==> src/logic/laps_codec_defines.vh <==
// Constants used by the LAPS frame codec module; byte_fifo does not include them.
`ifndef LAPS_CODEC_DEFINES_VH
`define LAPS_CODEC_DEFINES_VH
`define FLAG_OCTET 8'h7e
`define ESC_OCTET 8'h7d
`define ESC_XOR 8'h20
`define ESC_OF_FLAG 8'h5e
`define ESC_OF_ESC 8'h5d
`define ADAPT_OCTET 8'hdd
`define CRC_INIT 32'hffffffff
`define CRC_POLY 32'hedb88320
`define CRC_RESIDUE 32'hdebb20e3
`define SCR_LEN 43
`define SCR_TAP 42
`define MIN_OCTETS 4'h6
`define HDR_FIELDS 4'h4
`define MAC_ADDR_LAST 3'h5
`define FCS_LAST 3'h3
`define BIT_LAST 3'h7
`endif

==> src/logic/byte_fifo.v <==
// Synchronous FIFO with valid and ready on both sides.
`timescale 1ns/1ps
`default_nettype none
module byte_fifo #(
  parameter WIDTH = 9,
  parameter DEPTH = 8,
  parameter AW = 3
) (
  // Clock and reset
  input wire ref_clk_i,
  input wire nrst_i,
  // Fill side
  input wire [WIDTH-1:0] in_data_i,
  input wire in_valid_i,
  output reg in_ready_o,
  // Drain side
  output wire [WIDTH-1:0] out_data_o,
  output wire out_valid_o,
  input wire out_ready_i
);
  localparam [31:0] DEPTH_W = DEPTH;
  localparam [31:0] LAST_W = DEPTH - 1;
  localparam [AW:0] FULL_CNT = DEPTH_W[AW:0];
  localparam [AW-1:0] LAST_PTR = LAST_W[AW-1:0];
  reg [WIDTH-1:0] mem [0:DEPTH-1];
  reg [AW-1:0] wptr;
  reg [AW-1:0] rptr;
  reg [AW:0] count;
  reg [AW:0] next_count;
  wire push;
  wire pop;

  assign out_valid_o = (count != {(AW+1){1'b0}});
  assign out_data_o = mem[rptr];
  assign push = in_valid_i && in_ready_o;
  assign pop = out_valid_o && out_ready_i;

  always @* begin
    next_count = count;
    if (push && !pop) begin
      next_count = count + 1'b1;
    end else if (pop && !push) begin
      next_count = count - 1'b1;
    end
  end

  always @(posedge ref_clk_i) begin
    if (push) begin
      mem[wptr] <= in_data_i;
    end
  end

  always @(posedge ref_clk_i or negedge nrst_i) begin
    if (!nrst_i) begin
      wptr <= {AW{1'b0}};
      rptr <= {AW{1'b0}};
      count <= {(AW+1){1'b0}};
      in_ready_o <= 1'b0;
    end else begin
      if (push) begin
        wptr <= (wptr == LAST_PTR) ? {AW{1'b0}} : wptr + 1'b1;
      end
      if (pop) begin
        rptr <= (rptr == LAST_PTR) ? {AW{1'b0}} : rptr + 1'b1;
      end
      count <= next_count;
      in_ready_o <= (next_count != FULL_CNT);
    end
  end
endmodule
`default_nettype wire

==> src/logic/laps_x86_frame_codec.v <==
// LAPS encapsulation and decapsulation over a sampled serial link.
`timescale 1ns/1ps
`default_nettype none
`include "laps_codec_defines.vh"
module laps_x86_frame_codec #(
  parameter FIFO_DEPTH = 8,
  parameter FIFO_AW = 3
) (
  // Clock and reset
  input wire ref_clk_i,
  input wire nrst_i,
  // Configuration levels
  input wire tx_laps_enable_i,
  input wire scramble_enable_i,
  input wire descramble_enable_i,
  input wire [7:0] laps_address_value_i,
  input wire [7:0] laps_control_value_i,
  input wire [7:0] laps_sapi_high_value_i,
  input wire [7:0] laps_sapi_low_value_i,
  input wire [47:0] dest_addr_i,
  input wire [47:0] src_addr_i,
  // Transmit MAC frame stream
  input wire [7:0] tx_data_i,
  input wire tx_valid_i,
  input wire tx_last_i,
  output wire tx_ready_o,
  // Transmit serial link
  input wire tx_clk_i,
  output reg tx_data_o,
  output reg tx_byte_strobe_o,
  // Receive serial link
  input wire rx_clk_i,
  input wire rx_data_i,
  input wire rx_byte_strobe_i,
  // Receive frame stream
  output reg [7:0] rx_data_o,
  output reg rx_valid_o,
  output reg rx_first_o,
  output reg rx_last_o,
  output reg rx_abort_o
);
  localparam T_IDLE = 4'h0;
  localparam T_ADDR = 4'h1;
  localparam T_CTRL = 4'h2;
  localparam T_SAPH = 4'h3;
  localparam T_SAPL = 4'h4;
  localparam T_DA = 4'h5;
  localparam T_SA = 4'h6;
  localparam T_PAY = 4'h7;
  localparam T_FCS = 4'h8;
  localparam R_HUNT = 1'b0;
  localparam R_FRAME = 1'b1;

  function [31:0] crc32_byte;
    input [31:0] crc;
    input [7:0] d;
    integer i;
    reg [31:0] c;
    begin
      c = crc ^ {24'h000000, d};
      for (i = 0; i < 8; i = i + 1) begin
        c = c[0] ? ((c >> 1) ^ `CRC_POLY) : (c >> 1);
      end
      crc32_byte = c;
    end
  endfunction

  function [7:0] addr_byte;
    input [47:0] a;
    input [2:0] i;
    begin
      case (i)
        3'h0: addr_byte = a[47:40];
        3'h1: addr_byte = a[39:32];
        3'h2: addr_byte = a[31:24];
        3'h3: addr_byte = a[23:16];
        3'h4: addr_byte = a[15:8];
        default: addr_byte = a[7:0];
      endcase
    end
  endfunction

  // Transmit byte buffer between the MAC stream and the frame builder.
  wire [8:0] f_data;
  wire f_valid;
  reg f_pop;
  byte_fifo #(
    .WIDTH(9),
    .DEPTH(FIFO_DEPTH),
    .AW(FIFO_AW)
  ) u_tx_fifo (
    .ref_clk_i(ref_clk_i),
    .nrst_i(nrst_i),
    .in_data_i({tx_last_i, tx_data_i}),
    .in_valid_i(tx_valid_i),
    .in_ready_o(tx_ready_o),
    .out_data_o(f_data),
    .out_valid_o(f_valid),
    .out_ready_i(f_pop)
  );

  // Link signals pass two flip-flops; a third stage finds the edges.
  reg tck_s1, tck_s2, tck_s3;
  reg rck_s1, rck_s2, rck_s3;
  reg rdat_s1, rdat_s2;
  reg rstb_s1, rstb_s2;
  wire tx_rise = tck_s2 && !tck_s3;
  wire rx_fall = rck_s3 && !rck_s2;

  always @(posedge ref_clk_i or negedge nrst_i) begin
    if (!nrst_i) begin
      tck_s1 <= 1'b0;
      tck_s2 <= 1'b0;
      tck_s3 <= 1'b0;
      rck_s1 <= 1'b0;
      rck_s2 <= 1'b0;
      rck_s3 <= 1'b0;
      rdat_s1 <= 1'b0;
      rdat_s2 <= 1'b0;
      rstb_s1 <= 1'b0;
      rstb_s2 <= 1'b0;
    end else begin
      tck_s1 <= tx_clk_i;
      tck_s2 <= tck_s1;
      tck_s3 <= tck_s2;
      rck_s1 <= rx_clk_i;
      rck_s2 <= rck_s1;
      rck_s3 <= rck_s2;
      rdat_s1 <= rx_data_i;
      rdat_s2 <= rdat_s1;
      rstb_s1 <= rx_byte_strobe_i;
      rstb_s2 <= rstb_s1;
    end
  end

  // Transmit frame builder, one octet per link octet slot.
  reg [3:0] tstate;
  reg [2:0] tidx;
  reg [31:0] tcrc;
  reg tesc;
  reg [7:0] tesc_byte;
  reg [7:0] tshift;
  reg [2:0] tbit;
  reg [`SCR_LEN-1:0] tscr;
  reg [3:0] next_tstate;
  reg [2:0] next_tidx;
  reg [7:0] raw;
  reg [7:0] oct;
  reg next_tesc;
  reg [7:0] next_tesc_byte;
  reg crc_en;
  reg adapt;
  wire tx_load = tx_rise && (tbit == 3'h0);
  wire [31:0] fcs = ~tcrc;
  reg tx_bit;
  reg tx_sbit;

  always @* begin
    next_tstate = tstate;
    next_tidx = tidx;
    raw = `FLAG_OCTET;
    crc_en = 1'b0;
    adapt = 1'b0;
    f_pop = 1'b0;
    case (tstate)
      T_IDLE: begin
        if (tx_laps_enable_i && f_valid) begin
          next_tstate = T_ADDR;
        end
      end
      T_ADDR: begin
        raw = laps_address_value_i;
        crc_en = 1'b1;
        next_tstate = T_CTRL;
      end
      T_CTRL: begin
        raw = laps_control_value_i;
        crc_en = 1'b1;
        next_tstate = T_SAPH;
      end
      T_SAPH: begin
        raw = laps_sapi_high_value_i;
        crc_en = 1'b1;
        next_tstate = T_SAPL;
      end
      T_SAPL: begin
        raw = laps_sapi_low_value_i;
        crc_en = 1'b1;
        next_tidx = 3'h0;
        next_tstate = T_DA;
      end
      T_DA, T_SA: begin
        raw = addr_byte((tstate == T_DA) ? dest_addr_i : src_addr_i,
                        tidx);
        crc_en = 1'b1;
        next_tidx = tidx + 1'b1;
        if (tidx == `MAC_ADDR_LAST) begin
          next_tidx = 3'h0;
          next_tstate = (tstate == T_DA) ? T_SA : T_PAY;
        end
      end
      T_PAY: begin
        if (f_valid) begin
          raw = f_data[7:0];
          crc_en = 1'b1;
          f_pop = tx_load && !tesc;
          if (f_data[8]) begin
            next_tstate = T_FCS;
          end
        end else begin
          adapt = 1'b1;
        end
      end
      T_FCS: begin
        case (tidx[1:0])
          2'h0: raw = fcs[7:0];
          2'h1: raw = fcs[15:8];
          2'h2: raw = fcs[23:16];
          default: raw = fcs[31:24];
        endcase
        next_tidx = tidx + 1'b1;
        if (tidx == `FCS_LAST) begin
          next_tstate = T_IDLE;
        end
      end
      default: begin
        next_tstate = T_IDLE;
      end
    endcase
    oct = raw;
    next_tesc = 1'b0;
    next_tesc_byte = tesc_byte;
    if (tesc) begin
      oct = tesc_byte;
      next_tstate = tstate;
      next_tidx = tidx;
      crc_en = 1'b0;
    end else if (adapt) begin
      oct = `ESC_OCTET;
      next_tesc = 1'b1;
      next_tesc_byte = `ADAPT_OCTET;
    end else if (tstate != T_IDLE &&
                 (raw == `FLAG_OCTET || raw == `ESC_OCTET)) begin
      oct = `ESC_OCTET;
      next_tesc = 1'b1;
      next_tesc_byte = raw ^ `ESC_XOR;
    end
  end

  always @* begin
    tx_bit = (tbit == 3'h0) ? oct[0] : tshift[tbit];
    tx_sbit = tx_bit ^ (scramble_enable_i && tscr[`SCR_TAP]);
  end

  always @(posedge ref_clk_i or negedge nrst_i) begin
    if (!nrst_i) begin
      tstate <= T_IDLE;
      tidx <= 3'h0;
      tcrc <= `CRC_INIT;
      tesc <= 1'b0;
      tesc_byte <= 8'h00;
      tshift <= 8'h00;
      tbit <= 3'h0;
      tscr <= {`SCR_LEN{1'b0}};
      tx_data_o <= 1'b1;
      tx_byte_strobe_o <= 1'b0;
    end else if (tx_rise) begin
      tbit <= tbit + 1'b1;
      tscr <= {tscr[`SCR_LEN-2:0], tx_sbit};
      tx_data_o <= tx_laps_enable_i ? tx_sbit : 1'b1;
      tx_byte_strobe_o <= tx_laps_enable_i && (tbit == 3'h0);
      if (tbit == 3'h0) begin
        tshift <= oct;
        tstate <= next_tstate;
        tidx <= next_tidx;
        tesc <= next_tesc;
        tesc_byte <= next_tesc_byte;
        if (tstate == T_IDLE) begin
          tcrc <= `CRC_INIT;
        end else if (crc_en) begin
          tcrc <= crc32_byte(tcrc, raw);
        end
      end
    end
  end

  // Receive octet assembly after descrambling.
  reg [`SCR_LEN-1:0] rscr;
  reg [7:0] rsh;
  reg [2:0] rcnt;
  reg [7:0] rbyte;
  reg byte_done;
  wire rx_dbit = rdat_s2 ^ (descramble_enable_i && rscr[`SCR_TAP]);
  wire [7:0] next_rsh = {rx_dbit, rsh[7:1]};
  wire [2:0] cnt_now = rstb_s2 ? 3'h0 : rcnt;

  always @(posedge ref_clk_i or negedge nrst_i) begin
    if (!nrst_i) begin
      rscr <= {`SCR_LEN{1'b0}};
      rsh <= 8'h00;
      rcnt <= 3'h0;
      rbyte <= 8'h00;
      byte_done <= 1'b0;
    end else begin
      byte_done <= 1'b0;
      if (rx_fall) begin
        rscr <= {rscr[`SCR_LEN-2:0], rdat_s2};
        rsh <= next_rsh;
        rcnt <= cnt_now + 1'b1;
        if (cnt_now == `BIT_LAST) begin
          rbyte <= next_rsh;
          byte_done <= 1'b1;
        end
      end
    end
  end

  // Receive frame checker; one octet is held back to mark the frame end.
  reg rstate;
  reg resc;
  reg [3:0] rlen;
  reg [31:0] rcrc;
  reg [7:0] hold;
  reg hfirst;
  reg [7:0] cbyte;
  reg [7:0] expect_byte;
  reg is_frame, r_accept, r_mism, r_abort, r_close, r_bad;
  reg esc_ok;

  always @* begin
    cbyte = resc ? (rbyte ^ `ESC_XOR) : rbyte;
    case (rlen[1:0])
      2'h0: expect_byte = laps_address_value_i;
      2'h1: expect_byte = laps_control_value_i;
      2'h2: expect_byte = laps_sapi_high_value_i;
      default: expect_byte = laps_sapi_low_value_i;
    endcase
    is_frame = byte_done && (rstate == R_FRAME);
    esc_ok = (rbyte == `ESC_OF_FLAG) || (rbyte == `ESC_OF_ESC);
    r_accept = is_frame && (resc ? esc_ok :
               (rbyte != `ESC_OCTET && rbyte != `FLAG_OCTET));
    r_mism = r_accept && (rlen < `HDR_FIELDS) &&
             (cbyte != expect_byte);
    r_accept = r_accept && !r_mism;
    r_abort = r_mism || (is_frame && resc && !esc_ok &&
              rbyte != `ADAPT_OCTET);
    r_close = is_frame && !resc && (rbyte == `FLAG_OCTET) &&
              (rlen != 4'h0);
    r_bad = (rlen < `MIN_OCTETS) || (rcrc != `CRC_RESIDUE);
  end

  always @(posedge ref_clk_i or negedge nrst_i) begin
    if (!nrst_i) begin
      rstate <= R_HUNT;
      resc <= 1'b0;
      rlen <= 4'h0;
      rcrc <= `CRC_INIT;
      hold <= 8'h00;
      hfirst <= 1'b0;
      rx_data_o <= 8'h00;
      rx_valid_o <= 1'b0;
      rx_first_o <= 1'b0;
      rx_last_o <= 1'b0;
      rx_abort_o <= 1'b0;
    end else begin
      rx_valid_o <= 1'b0;
      if (byte_done && rstate == R_HUNT && rbyte == `FLAG_OCTET) begin
        rstate <= R_FRAME;
        resc <= 1'b0;
        rlen <= 4'h0;
        rcrc <= `CRC_INIT;
      end
      if (is_frame) begin
        resc <= !resc && (rbyte == `ESC_OCTET);
      end
      if (r_accept) begin
        rcrc <= crc32_byte(rcrc, cbyte);
        rlen <= (rlen == 4'hf) ? rlen : rlen + 1'b1;
        hold <= cbyte;
        hfirst <= (rlen == 4'h0);
        if (rlen != 4'h0) begin
          rx_valid_o <= 1'b1;
          rx_data_o <= hold;
          rx_first_o <= hfirst;
          rx_last_o <= 1'b0;
          rx_abort_o <= 1'b0;
        end
      end
      if (r_abort) begin
        rstate <= R_HUNT;
        rx_valid_o <= 1'b1;
        rx_data_o <= (rlen != 4'h0) ? hold : 8'h00;
        rx_first_o <= (rlen == 4'h0) || hfirst;
        rx_last_o <= 1'b1;
        rx_abort_o <= 1'b1;
      end
      if (r_close) begin
        rlen <= 4'h0;
        rcrc <= `CRC_INIT;
        rx_valid_o <= 1'b1;
        rx_data_o <= hold;
        rx_first_o <= hfirst;
        rx_last_o <= 1'b1;
        rx_abort_o <= r_bad;
      end
    end
  end
endmodule
`default_nettype wire

==> config.mk <==
export PLATFORM = sky130hd
export DESIGN_NAME = laps_x86_frame_codec
export DESIGN_NICKNAME = d
export VERILOG_FILES = /design/src/logic/byte_fifo.v /design/src/logic/laps_x86_frame_codec.v
export VERILOG_INCLUDE_DIRS = /design/src /design/src/logic
export SDC_FILE = /design/constraint.sdc
export NUM_CORES = 1
export LEC_CHECK = 0
export ABC_AREA = 0
export BUFFER_PORTS_ARGS = -buffer_cell sky130_fd_sc_hd__buf_2
export CELL_PAD_IN_SITES_DETAIL_PLACEMENT = 1
export CELL_PAD_IN_SITES_GLOBAL_PLACEMENT = 1
export CORE_MARGIN = 1
export CORE_UTILIZATION = 52
export CTS_CLUSTER_DIAMETER = 30
export CTS_CLUSTER_SIZE = 16
export DETAILED_ROUTE_END_ITERATION = 10
export HOLD_SLACK_MARGIN = 0.03
export MAX_ROUTING_LAYER = met4
export PLACE_DENSITY_LB_ADDON = 0.12
export REMOVE_ABC_BUFFERS = 1
export SYNTH_ARGS = -nofsm -noshare
export SYNTH_HDL_FRONTEND = slang
export SYNTH_HIERARCHICAL = 1
export SYNTH_SLANG_ARGS = --single-unit
==> constraint.sdc <==
create_clock -name ref_clk_i -period 5.95 [get_ports ref_clk_i]
set_input_delay 0.2975 -clock ref_clk_i [delete_from_list [all_inputs] [get_ports ref_clk_i]]
set_output_delay 0.2975 -clock ref_clk_i [all_outputs]
set_load 0.02 [all_outputs]
Word level (Yosys, flattened, before mapping)
Memories as Yosys holds them, arrays and structs flattened.
Index checks and enable logic that the tools add are counted.
{"block": "word_totals", "n_memories": 1, "word_cells": 276, "ff_bits": 247, "input_bits": 147, "ram_bits": 72}
{"block": "op_classes", "reduce_logical": 68, "addsub": 8, "mux": 92, "magnitude_cmp": 3, "n_eq_ne": 39, "bitwise": 25}
{"name": "u_tx_fifo.mem", "depth": 8, "word_bits": 9, "read_ports": 1, "rd_clocked_by_memory_dff": 0, "write_ports": 1, "line_no": "byte_fifo.v:25", "rtl": "reg [WIDTH-1:0] mem [0:DEPTH-1];"}
{"op": "32-bit 2-to-1 mux", "n": 21}
{"op": "13-bit NOT with 14-bit output", "n": 16}
{"op": "8-bit 2-to-1 mux", "n": 11}
{"op": "32-bit by 8-bit XOR with 32-bit output", "n": 2}
{"op": "8-bit one-hot mux with 7 select lines", "n": 1}
{"op": "8-bit by 7-bit equality test with 1-bit output, second input constant", "n": 6}
{"op": "48-bit 2-to-1 mux", "n": 1}
{"op": "8-bit one-hot mux with 3 select lines", "n": 2}
{"op": "4-bit 2-to-1 mux", "n": 11}
{"op": "8-bit one-hot mux with 5 select lines", "n": 1}
{"op": "1-bit 2-to-1 mux", "n": 35}
{"op": "32-bit inequality test, second input constant", "n": 1}
{"op": "32-bit NOT", "n": 1}
{"op": "4-bit one-hot mux with 8 select lines", "n": 1}
{"op": "1-bit logical AND", "n": 28}
{"op": "4-bit by 3-bit equality test with 1-bit output, second input constant", "n": 4}
{"op": "8-bit by 7-bit inequality test with 1-bit output, second input constant", "n": 2}
{"op": "3-bit by 1-bit adder with 3-bit output, second input constant", "n": 5}
{"op": "3-bit equality test, second input constant", "n": 5}
{"op": "3-bit 2-to-1 mux", "n": 4}
{"op": "3-bit nonzero test", "n": 4}
{"op": "4-bit nonzero test", "n": 3}
{"op": "2-bit inequality test, second input constant", "n": 5}
{"op": "3-bit one-hot mux with 3 select lines", "n": 1}
{"op": "32 further kinds", "n": 64}

Logic depth before layout (Yosys ltp)
{"block": "depth", "word_depth": 23, "depth_mapped": 14, "mapped_depth_nobuf": 13}

By module
Netlist, hierarchy kept.
{"module": "laps_x86_frame_codec", "cells_per_inst": 1197, "area_each_um2": 13177.6, "instances": 1}
{"module": "byte_fifo", "cells_per_inst": 177, "area_each_um2": 3390.8, "instances": 1}

Least setup slack after synthesis
OpenSTA, ideal clock, no wires.
{"block": "synth_path", "path_kind": "reg2reg", "start": "register u_tx_fifo.rptr[0]", "end": "register tcrc[19]", "setup_ps": 77, "n_path_buf": 1, "path_stages_with_launch": 13, "arrival_time_ps": 3768, "synth_period_minus_slack_ps": 3845, "path_slack_ps": 2105, "path_cell_list": "dfrtp_1 -> clkbuf_1 -> mux4_2 -> mux2_2 -> nand2b_1 -> a32oi_1 -> o31ai_4 -> a211oi_4 -> xnor2_4 -> xor3_2 -> xnor2_4 -> xor3_1 -> a31oi_1"}
{"block": "synth_between", "elab_cells_between_ends": 21}
{"item": "start, declared", "line_no": "byte_fifo.v:27", "rtl": "reg [AW-1:0] rptr;"}
{"item": "start signal, assigned", "line_no": "byte_fifo.v:56", "rtl": "rptr <= {AW{1'b0}};"}
{"item": "start signal, assigned", "line_no": "byte_fifo.v:64", "rtl": "rptr <= (rptr == LAST_PTR) ? {AW{1'b0}} : rptr + 1'b1;"}
{"item": "memory 8 x 9 bit"}
{"item": "named net f_data[1]", "line_no": "laps_x86_frame_codec.v:84", "rtl": "wire [8:0] f_data;"}
{"item": "8-bit 2-to-1 mux", "line_no": "laps_x86_frame_codec.v:203", "rtl": "if (f_valid) begin"}
{"item": "8-bit one-hot mux with 7 select lines", "line_no": "laps_x86_frame_codec.v:165", "rtl": "case (tstate)"}
{"item": "32-bit by 8-bit XOR with 32-bit output", "line_no": "laps_x86_frame_codec.v:60", "rtl": "c = crc ^ {24'h000000, d};"}
{"item": "32-bit 2-to-1 mux (8 in series)", "line_no": "laps_x86_frame_codec.v:62", "rtl": "c = c[0] ? ((c >> 1) ^ `CRC_POLY) : (c >> 1);"}
{"item": "32-bit 2-to-1 mux", "line_no": "laps_x86_frame_codec.v:280", "rtl": "end else if (crc_en) begin"}
{"item": "32-bit 2-to-1 mux", "line_no": "laps_x86_frame_codec.v:278", "rtl": "if (tstate == T_IDLE) begin"}
{"item": "end signal, assigned", "line_no": "laps_x86_frame_codec.v:259", "rtl": "tcrc <= `CRC_INIT;"}
{"item": "end signal, assigned", "line_no": "laps_x86_frame_codec.v:279", "rtl": "tcrc <= `CRC_INIT;"}
{"item": "end signal, assigned", "line_no": "laps_x86_frame_codec.v:281", "rtl": "tcrc <= crc32_byte(tcrc, raw);"}
{"item": "end, declared", "line_no": "laps_x86_frame_codec.v:139", "rtl": "reg [31:0] tcrc;"}
The timed path passes the listed nets, and every way through them passes these cells. The select of a mux whose other input is x is not followed.
A chain may end at the register's enable or synchronous reset.

Worst setup path after layout
{"block": "layout_path", "start": "register u_tx_fifo.rptr[0]", "end": "register tesc_byte[7]"}
{"block": "layout_between", "elab_chain_len": 8, "elab_cells_between_ends": 11}
{"item": "memory 8 x 9 bit (*)"}
{"item": "named net f_data[7]", "line_no": "laps_x86_frame_codec.v:84"}
{"item": "8-bit 2-to-1 mux (*)", "line_no": "laps_x86_frame_codec.v:203"}
{"item": "8-bit one-hot mux with 7 select lines (*)", "line_no": "laps_x86_frame_codec.v:165"}
{"item": "8-bit by 7-bit equality test with 1-bit output (no line)"}
{"item": "1-bit logical OR (no line)"}
{"item": "1-bit logical AND", "line_no": "laps_x86_frame_codec.v:242", "rtl": "end else if (tstate != T_IDLE &&"}
{"item": "2-bit nonzero test (no line)"}
{"item": "4-bit AND reduction (no line)"}
{"item": "end signal, assigned", "line_no": "laps_x86_frame_codec.v:277", "rtl": "tesc_byte <= next_tesc_byte;"}
{"item": "end, declared", "line_no": "laps_x86_frame_codec.v:141", "rtl": "reg [7:0] tesc_byte;"}
Mark *: on every way through the listed nets, which the timed path passes. The rest lies on a longest branch. The select of a mux whose other input is x is not followed.

==> run metrics <==
GP Congestion 0.887; Period Utilization, post-route 74.4%; Layout Skew 28.8 ps; Pre-antenna DRT Iters 7; Buffers & Inverters on Critical Path 1; Gate Count Post-Synth approximately 1,400; cts repair resizes 0; sequential area share after synthesis roughly half; wire length per cell 25.8 um; slew at the pin with the worst max-slew slack 1160 ps; # IOs around 160; Max VDD drop 0.647 mV; fill cell count 3,050; post-synthesis register bit count 318; Crit. path cell count 11; maximum fanout along the worst path 11; final hold vios 0; Worst path slowest cell dfrtp_1; synthesized cell area ~17,000 um^2; R2R Path End tesc_byte[7]; Internal Power a little over 0.008 W; Setup TNS Final 0 ps; LEAKAGE 8.65 nW; number of CTS-inserted buffers between 70 and 80; HPWL after DPL 32.8 mm; WS Path Type reg2reg; WHS 45.2 ps; Sw Pwr 0.00480 W; top cells by area, synth dfrtp_1, edfxtp_1, dfstp_2, mux2_2, xnor2_1; DR vias/cell 6.05; Setup crit start kind flip-flop; commonest cells in the netlist dfrtp_1, mux2_2, nor2_1; worst skew pair latency 570 ps; crit-path leading delay family multiplexers; outcome complete, no violations; sw frac 36.7%; Register Area 8400 um^2; chip height between 150 and 200 um; vias in the first global route ~14,000; crit-path cells buf_4 > mux4_2 > mux2_2 > nand3_1 > o21ai_0 > a211oi_2 > o211ai_1 > nor3_1 > nand2_1 > nor3_2 > mux2_2; top cell type's share of synthesized area a little over a quarter; die area around 33,000 um^2; area grow syn2layout 22.4%; hold depth 1; root buf cell clkbuf_16; ys flop type dfrtp_1; Clock Tree Buf Depth 3; Slew headroom 22.1%; fin crit period 4430 ps; Yosys Warn Count 6; DR iter-0 viols 896; PortBufs 161; average size of a mapped cell about 12 um^2; Total GRT Usage between 30% and 40%; CTS sink count around 320; Yosys cell types 97; CP endpoint kind flip-flop; Area after DPL 17,700 um^2; Final Setup Violations 0; Worst Reg-to-Reg Cells 11; Comb pwr share 44.3%; Starting Density 53.5%; Pwr Density 645 nW/um^2; Clock power frac 31.2%; RSZ-0062 raised after global routing no; initial antenna violation count 7; Routed Antenna Nets 0; most frequent cell after synthesis dfrtp_1; Routed WL 52.1 mm; Fmax achieved 0.226 GHz; core area 31,000 um^2; Yosys top cell by area dfrtp_1; Data arrival, critical path 4860 ps; Die W 181 um; HP Class in2reg; final net count ~1,700; EDFF count, synth 72; global-route wire length before repair 81.5 mm; GR Overflow Total 0; Rows 64; Post-route DRC 0; H-Tree Depth 3; multi-input combinational cell area roughly 7700 um^2; CTS tree yes; worst reg2reg startpoint u_tx_fifo/rptr[0]; slowest stage delay, CP 790 ps; FF-to-FF setup slack about 1500 ps; largest net degree at the start of global routing 139; Reg power frac around 24%; Post-synth ARST share 77.4%; layout cells sized above 1 about 35%; Clock transition at path regs 50 ps; crit path to tesc_byte[7]; Pins Over Slew Limit 0; post-route cell area slightly above 20,000 um^2; Req. time, crit path 6380 ps; Setup crit start u_tx_fifo/rptr[0]; setup repair bufs after CTS 0; cell mode on critical path mux2_2; Max-cap violations 0; DR vias 12,200
## power groups by stage
stage,combinational [W],clock [W],sequential (W)
6_report,0.00580,0.00409,0.00320
5_1_grt,0.00613,0.00424,0.00324
4_1_cts,0.00575,0.00413,0.00318
3_5_place_dp,0.00551,0,0.00318
3_3_place_gp,0.00538,0,0.00315
2_1_floorplan,0.00435,0,0.00303
## sequential cells by signal (all words and copies together) (netlist names), 7 cells and up
| register | flops |
|---|---|
| tcrc | 32 |
| tesc_byte | 8 |
| rx_data_o | 8 |
| rscr | 43 |
| tscr | 43 |
| rsh | 7 |
| rbyte | 8 |
| u_tx_fifo/mem | 72 |
| hold | 8 |
| rcrc | 32 |
| tshift | 8 |
## placed cells by master, fill, tap and decap left out, types with 13 or more instances in the layout
| cell type | n |
|---|---|
| edfxtp_1 | 72 |
| ha_1 | 20 |
| mux2_2 | 133 |
| nor2_1 | 121 |
| dfstp_2 | 65 |
| xor2_1 | 24 |
| dfrtp_1 | 181 |
| a21oi_1 | 86 |
| nand3_1 | 16 |
| buf_2 | 160 |
| a22oi_1 | 14 |
| a222oi_1 | 13 |
| clkbuf_16 | 74 |
| mux4_2 | 20 |
| nand2_1 | 55 |
| mux2i_1 | 30 |
| nor2b_1 | 31 |
| inv_1 | 37 |
| nand2b_1 | 14 |
| xnor2_1 | 109 |
| dlygate4sd3_1 | 13 |
| o21ai_0 | 40 |
| clkinv_2 | 17 |
## what timing repair did
action,CTS,global route
endpoints found under the setup margin,0,0
hold endpoints to repair,137,0
hold buffers,13,0
## cells by family (layout without fill, tap and decap cells)
kind of cell,Yosys count,after routing,synth area share [%]
DFF,318,318,50.7
other,0,8,0
adders and majority gates,20,20,1.51
AOI/OAI and AO/OA,259,259,10.8
xor gates and xnor gates,155,155,10.1
muxes,185,185,13.7
and+or+nand+nor,317,317,9.98
buffers and inverters,120,359,3.22
## through the flow
step	setup slack [ps]	utilization (%)	power, W	cells
after global placement	1770	57.0	0.00853	1864
after floorplan	-3340	-	0.00738	1295
after CTS	1540	65.4	0.0131	2009
final	1520	65.5	0.0131	2017
after detailed placement	1660	57.0	0.00869	1864
after global routing	1300	65.5	0.0136	2017
## worst min-delay path by stage
stage,from,end,slack (ps)
6_report,tx_data_i[5],u_tx_fifo/mem[0][5],50
5_1_grt,tx_data_i[5],u_tx_fifo/mem[0][5],50
4_1_cts,tx_data_i[5],u_tx_fifo/mem[7][5],30
3_5_place_dp,rstb_s1,rstb_s2,340
3_3_place_gp,tck_s1,tck_s2,340
2_1_floorplan,nrst_i,byte_done,2
## area by class of cell
type,count,share of cell area (%)
Antenna cell,8,0.0987
Multi-Input combinational cell,936,37.9
Tap cell,396,2.44
Clock buffer,92,9.81
Inverter,41,0.759
Sequential cell,318,41.4
Clock inverter,40,2.43
Timing Repair Buffer,186,5.17
## routing by layer
layer	global-route usage, %	up-vias	part of all wire [%]
met4	14.7	0	3.7
met2	54.7	524	49
met1	41.7	6207	41
met5	-	-	0
li1	-	5342	-
met3	6.02	138	6.0
## worst reg2reg max path: cells and delay by family, from the launching register on
| family | cells | cell delay [ps] |
|---|---|---|
| AOI/OAI and AO/OA | 3 | 790 |
| buffers and inverters | 1 | 370 |
| and+or+nand+nor | 4 | 1070 |
| DFF | 1 | 790 |
| muxes | 3 | 1260 |
(Power assumes the default switching activity.)
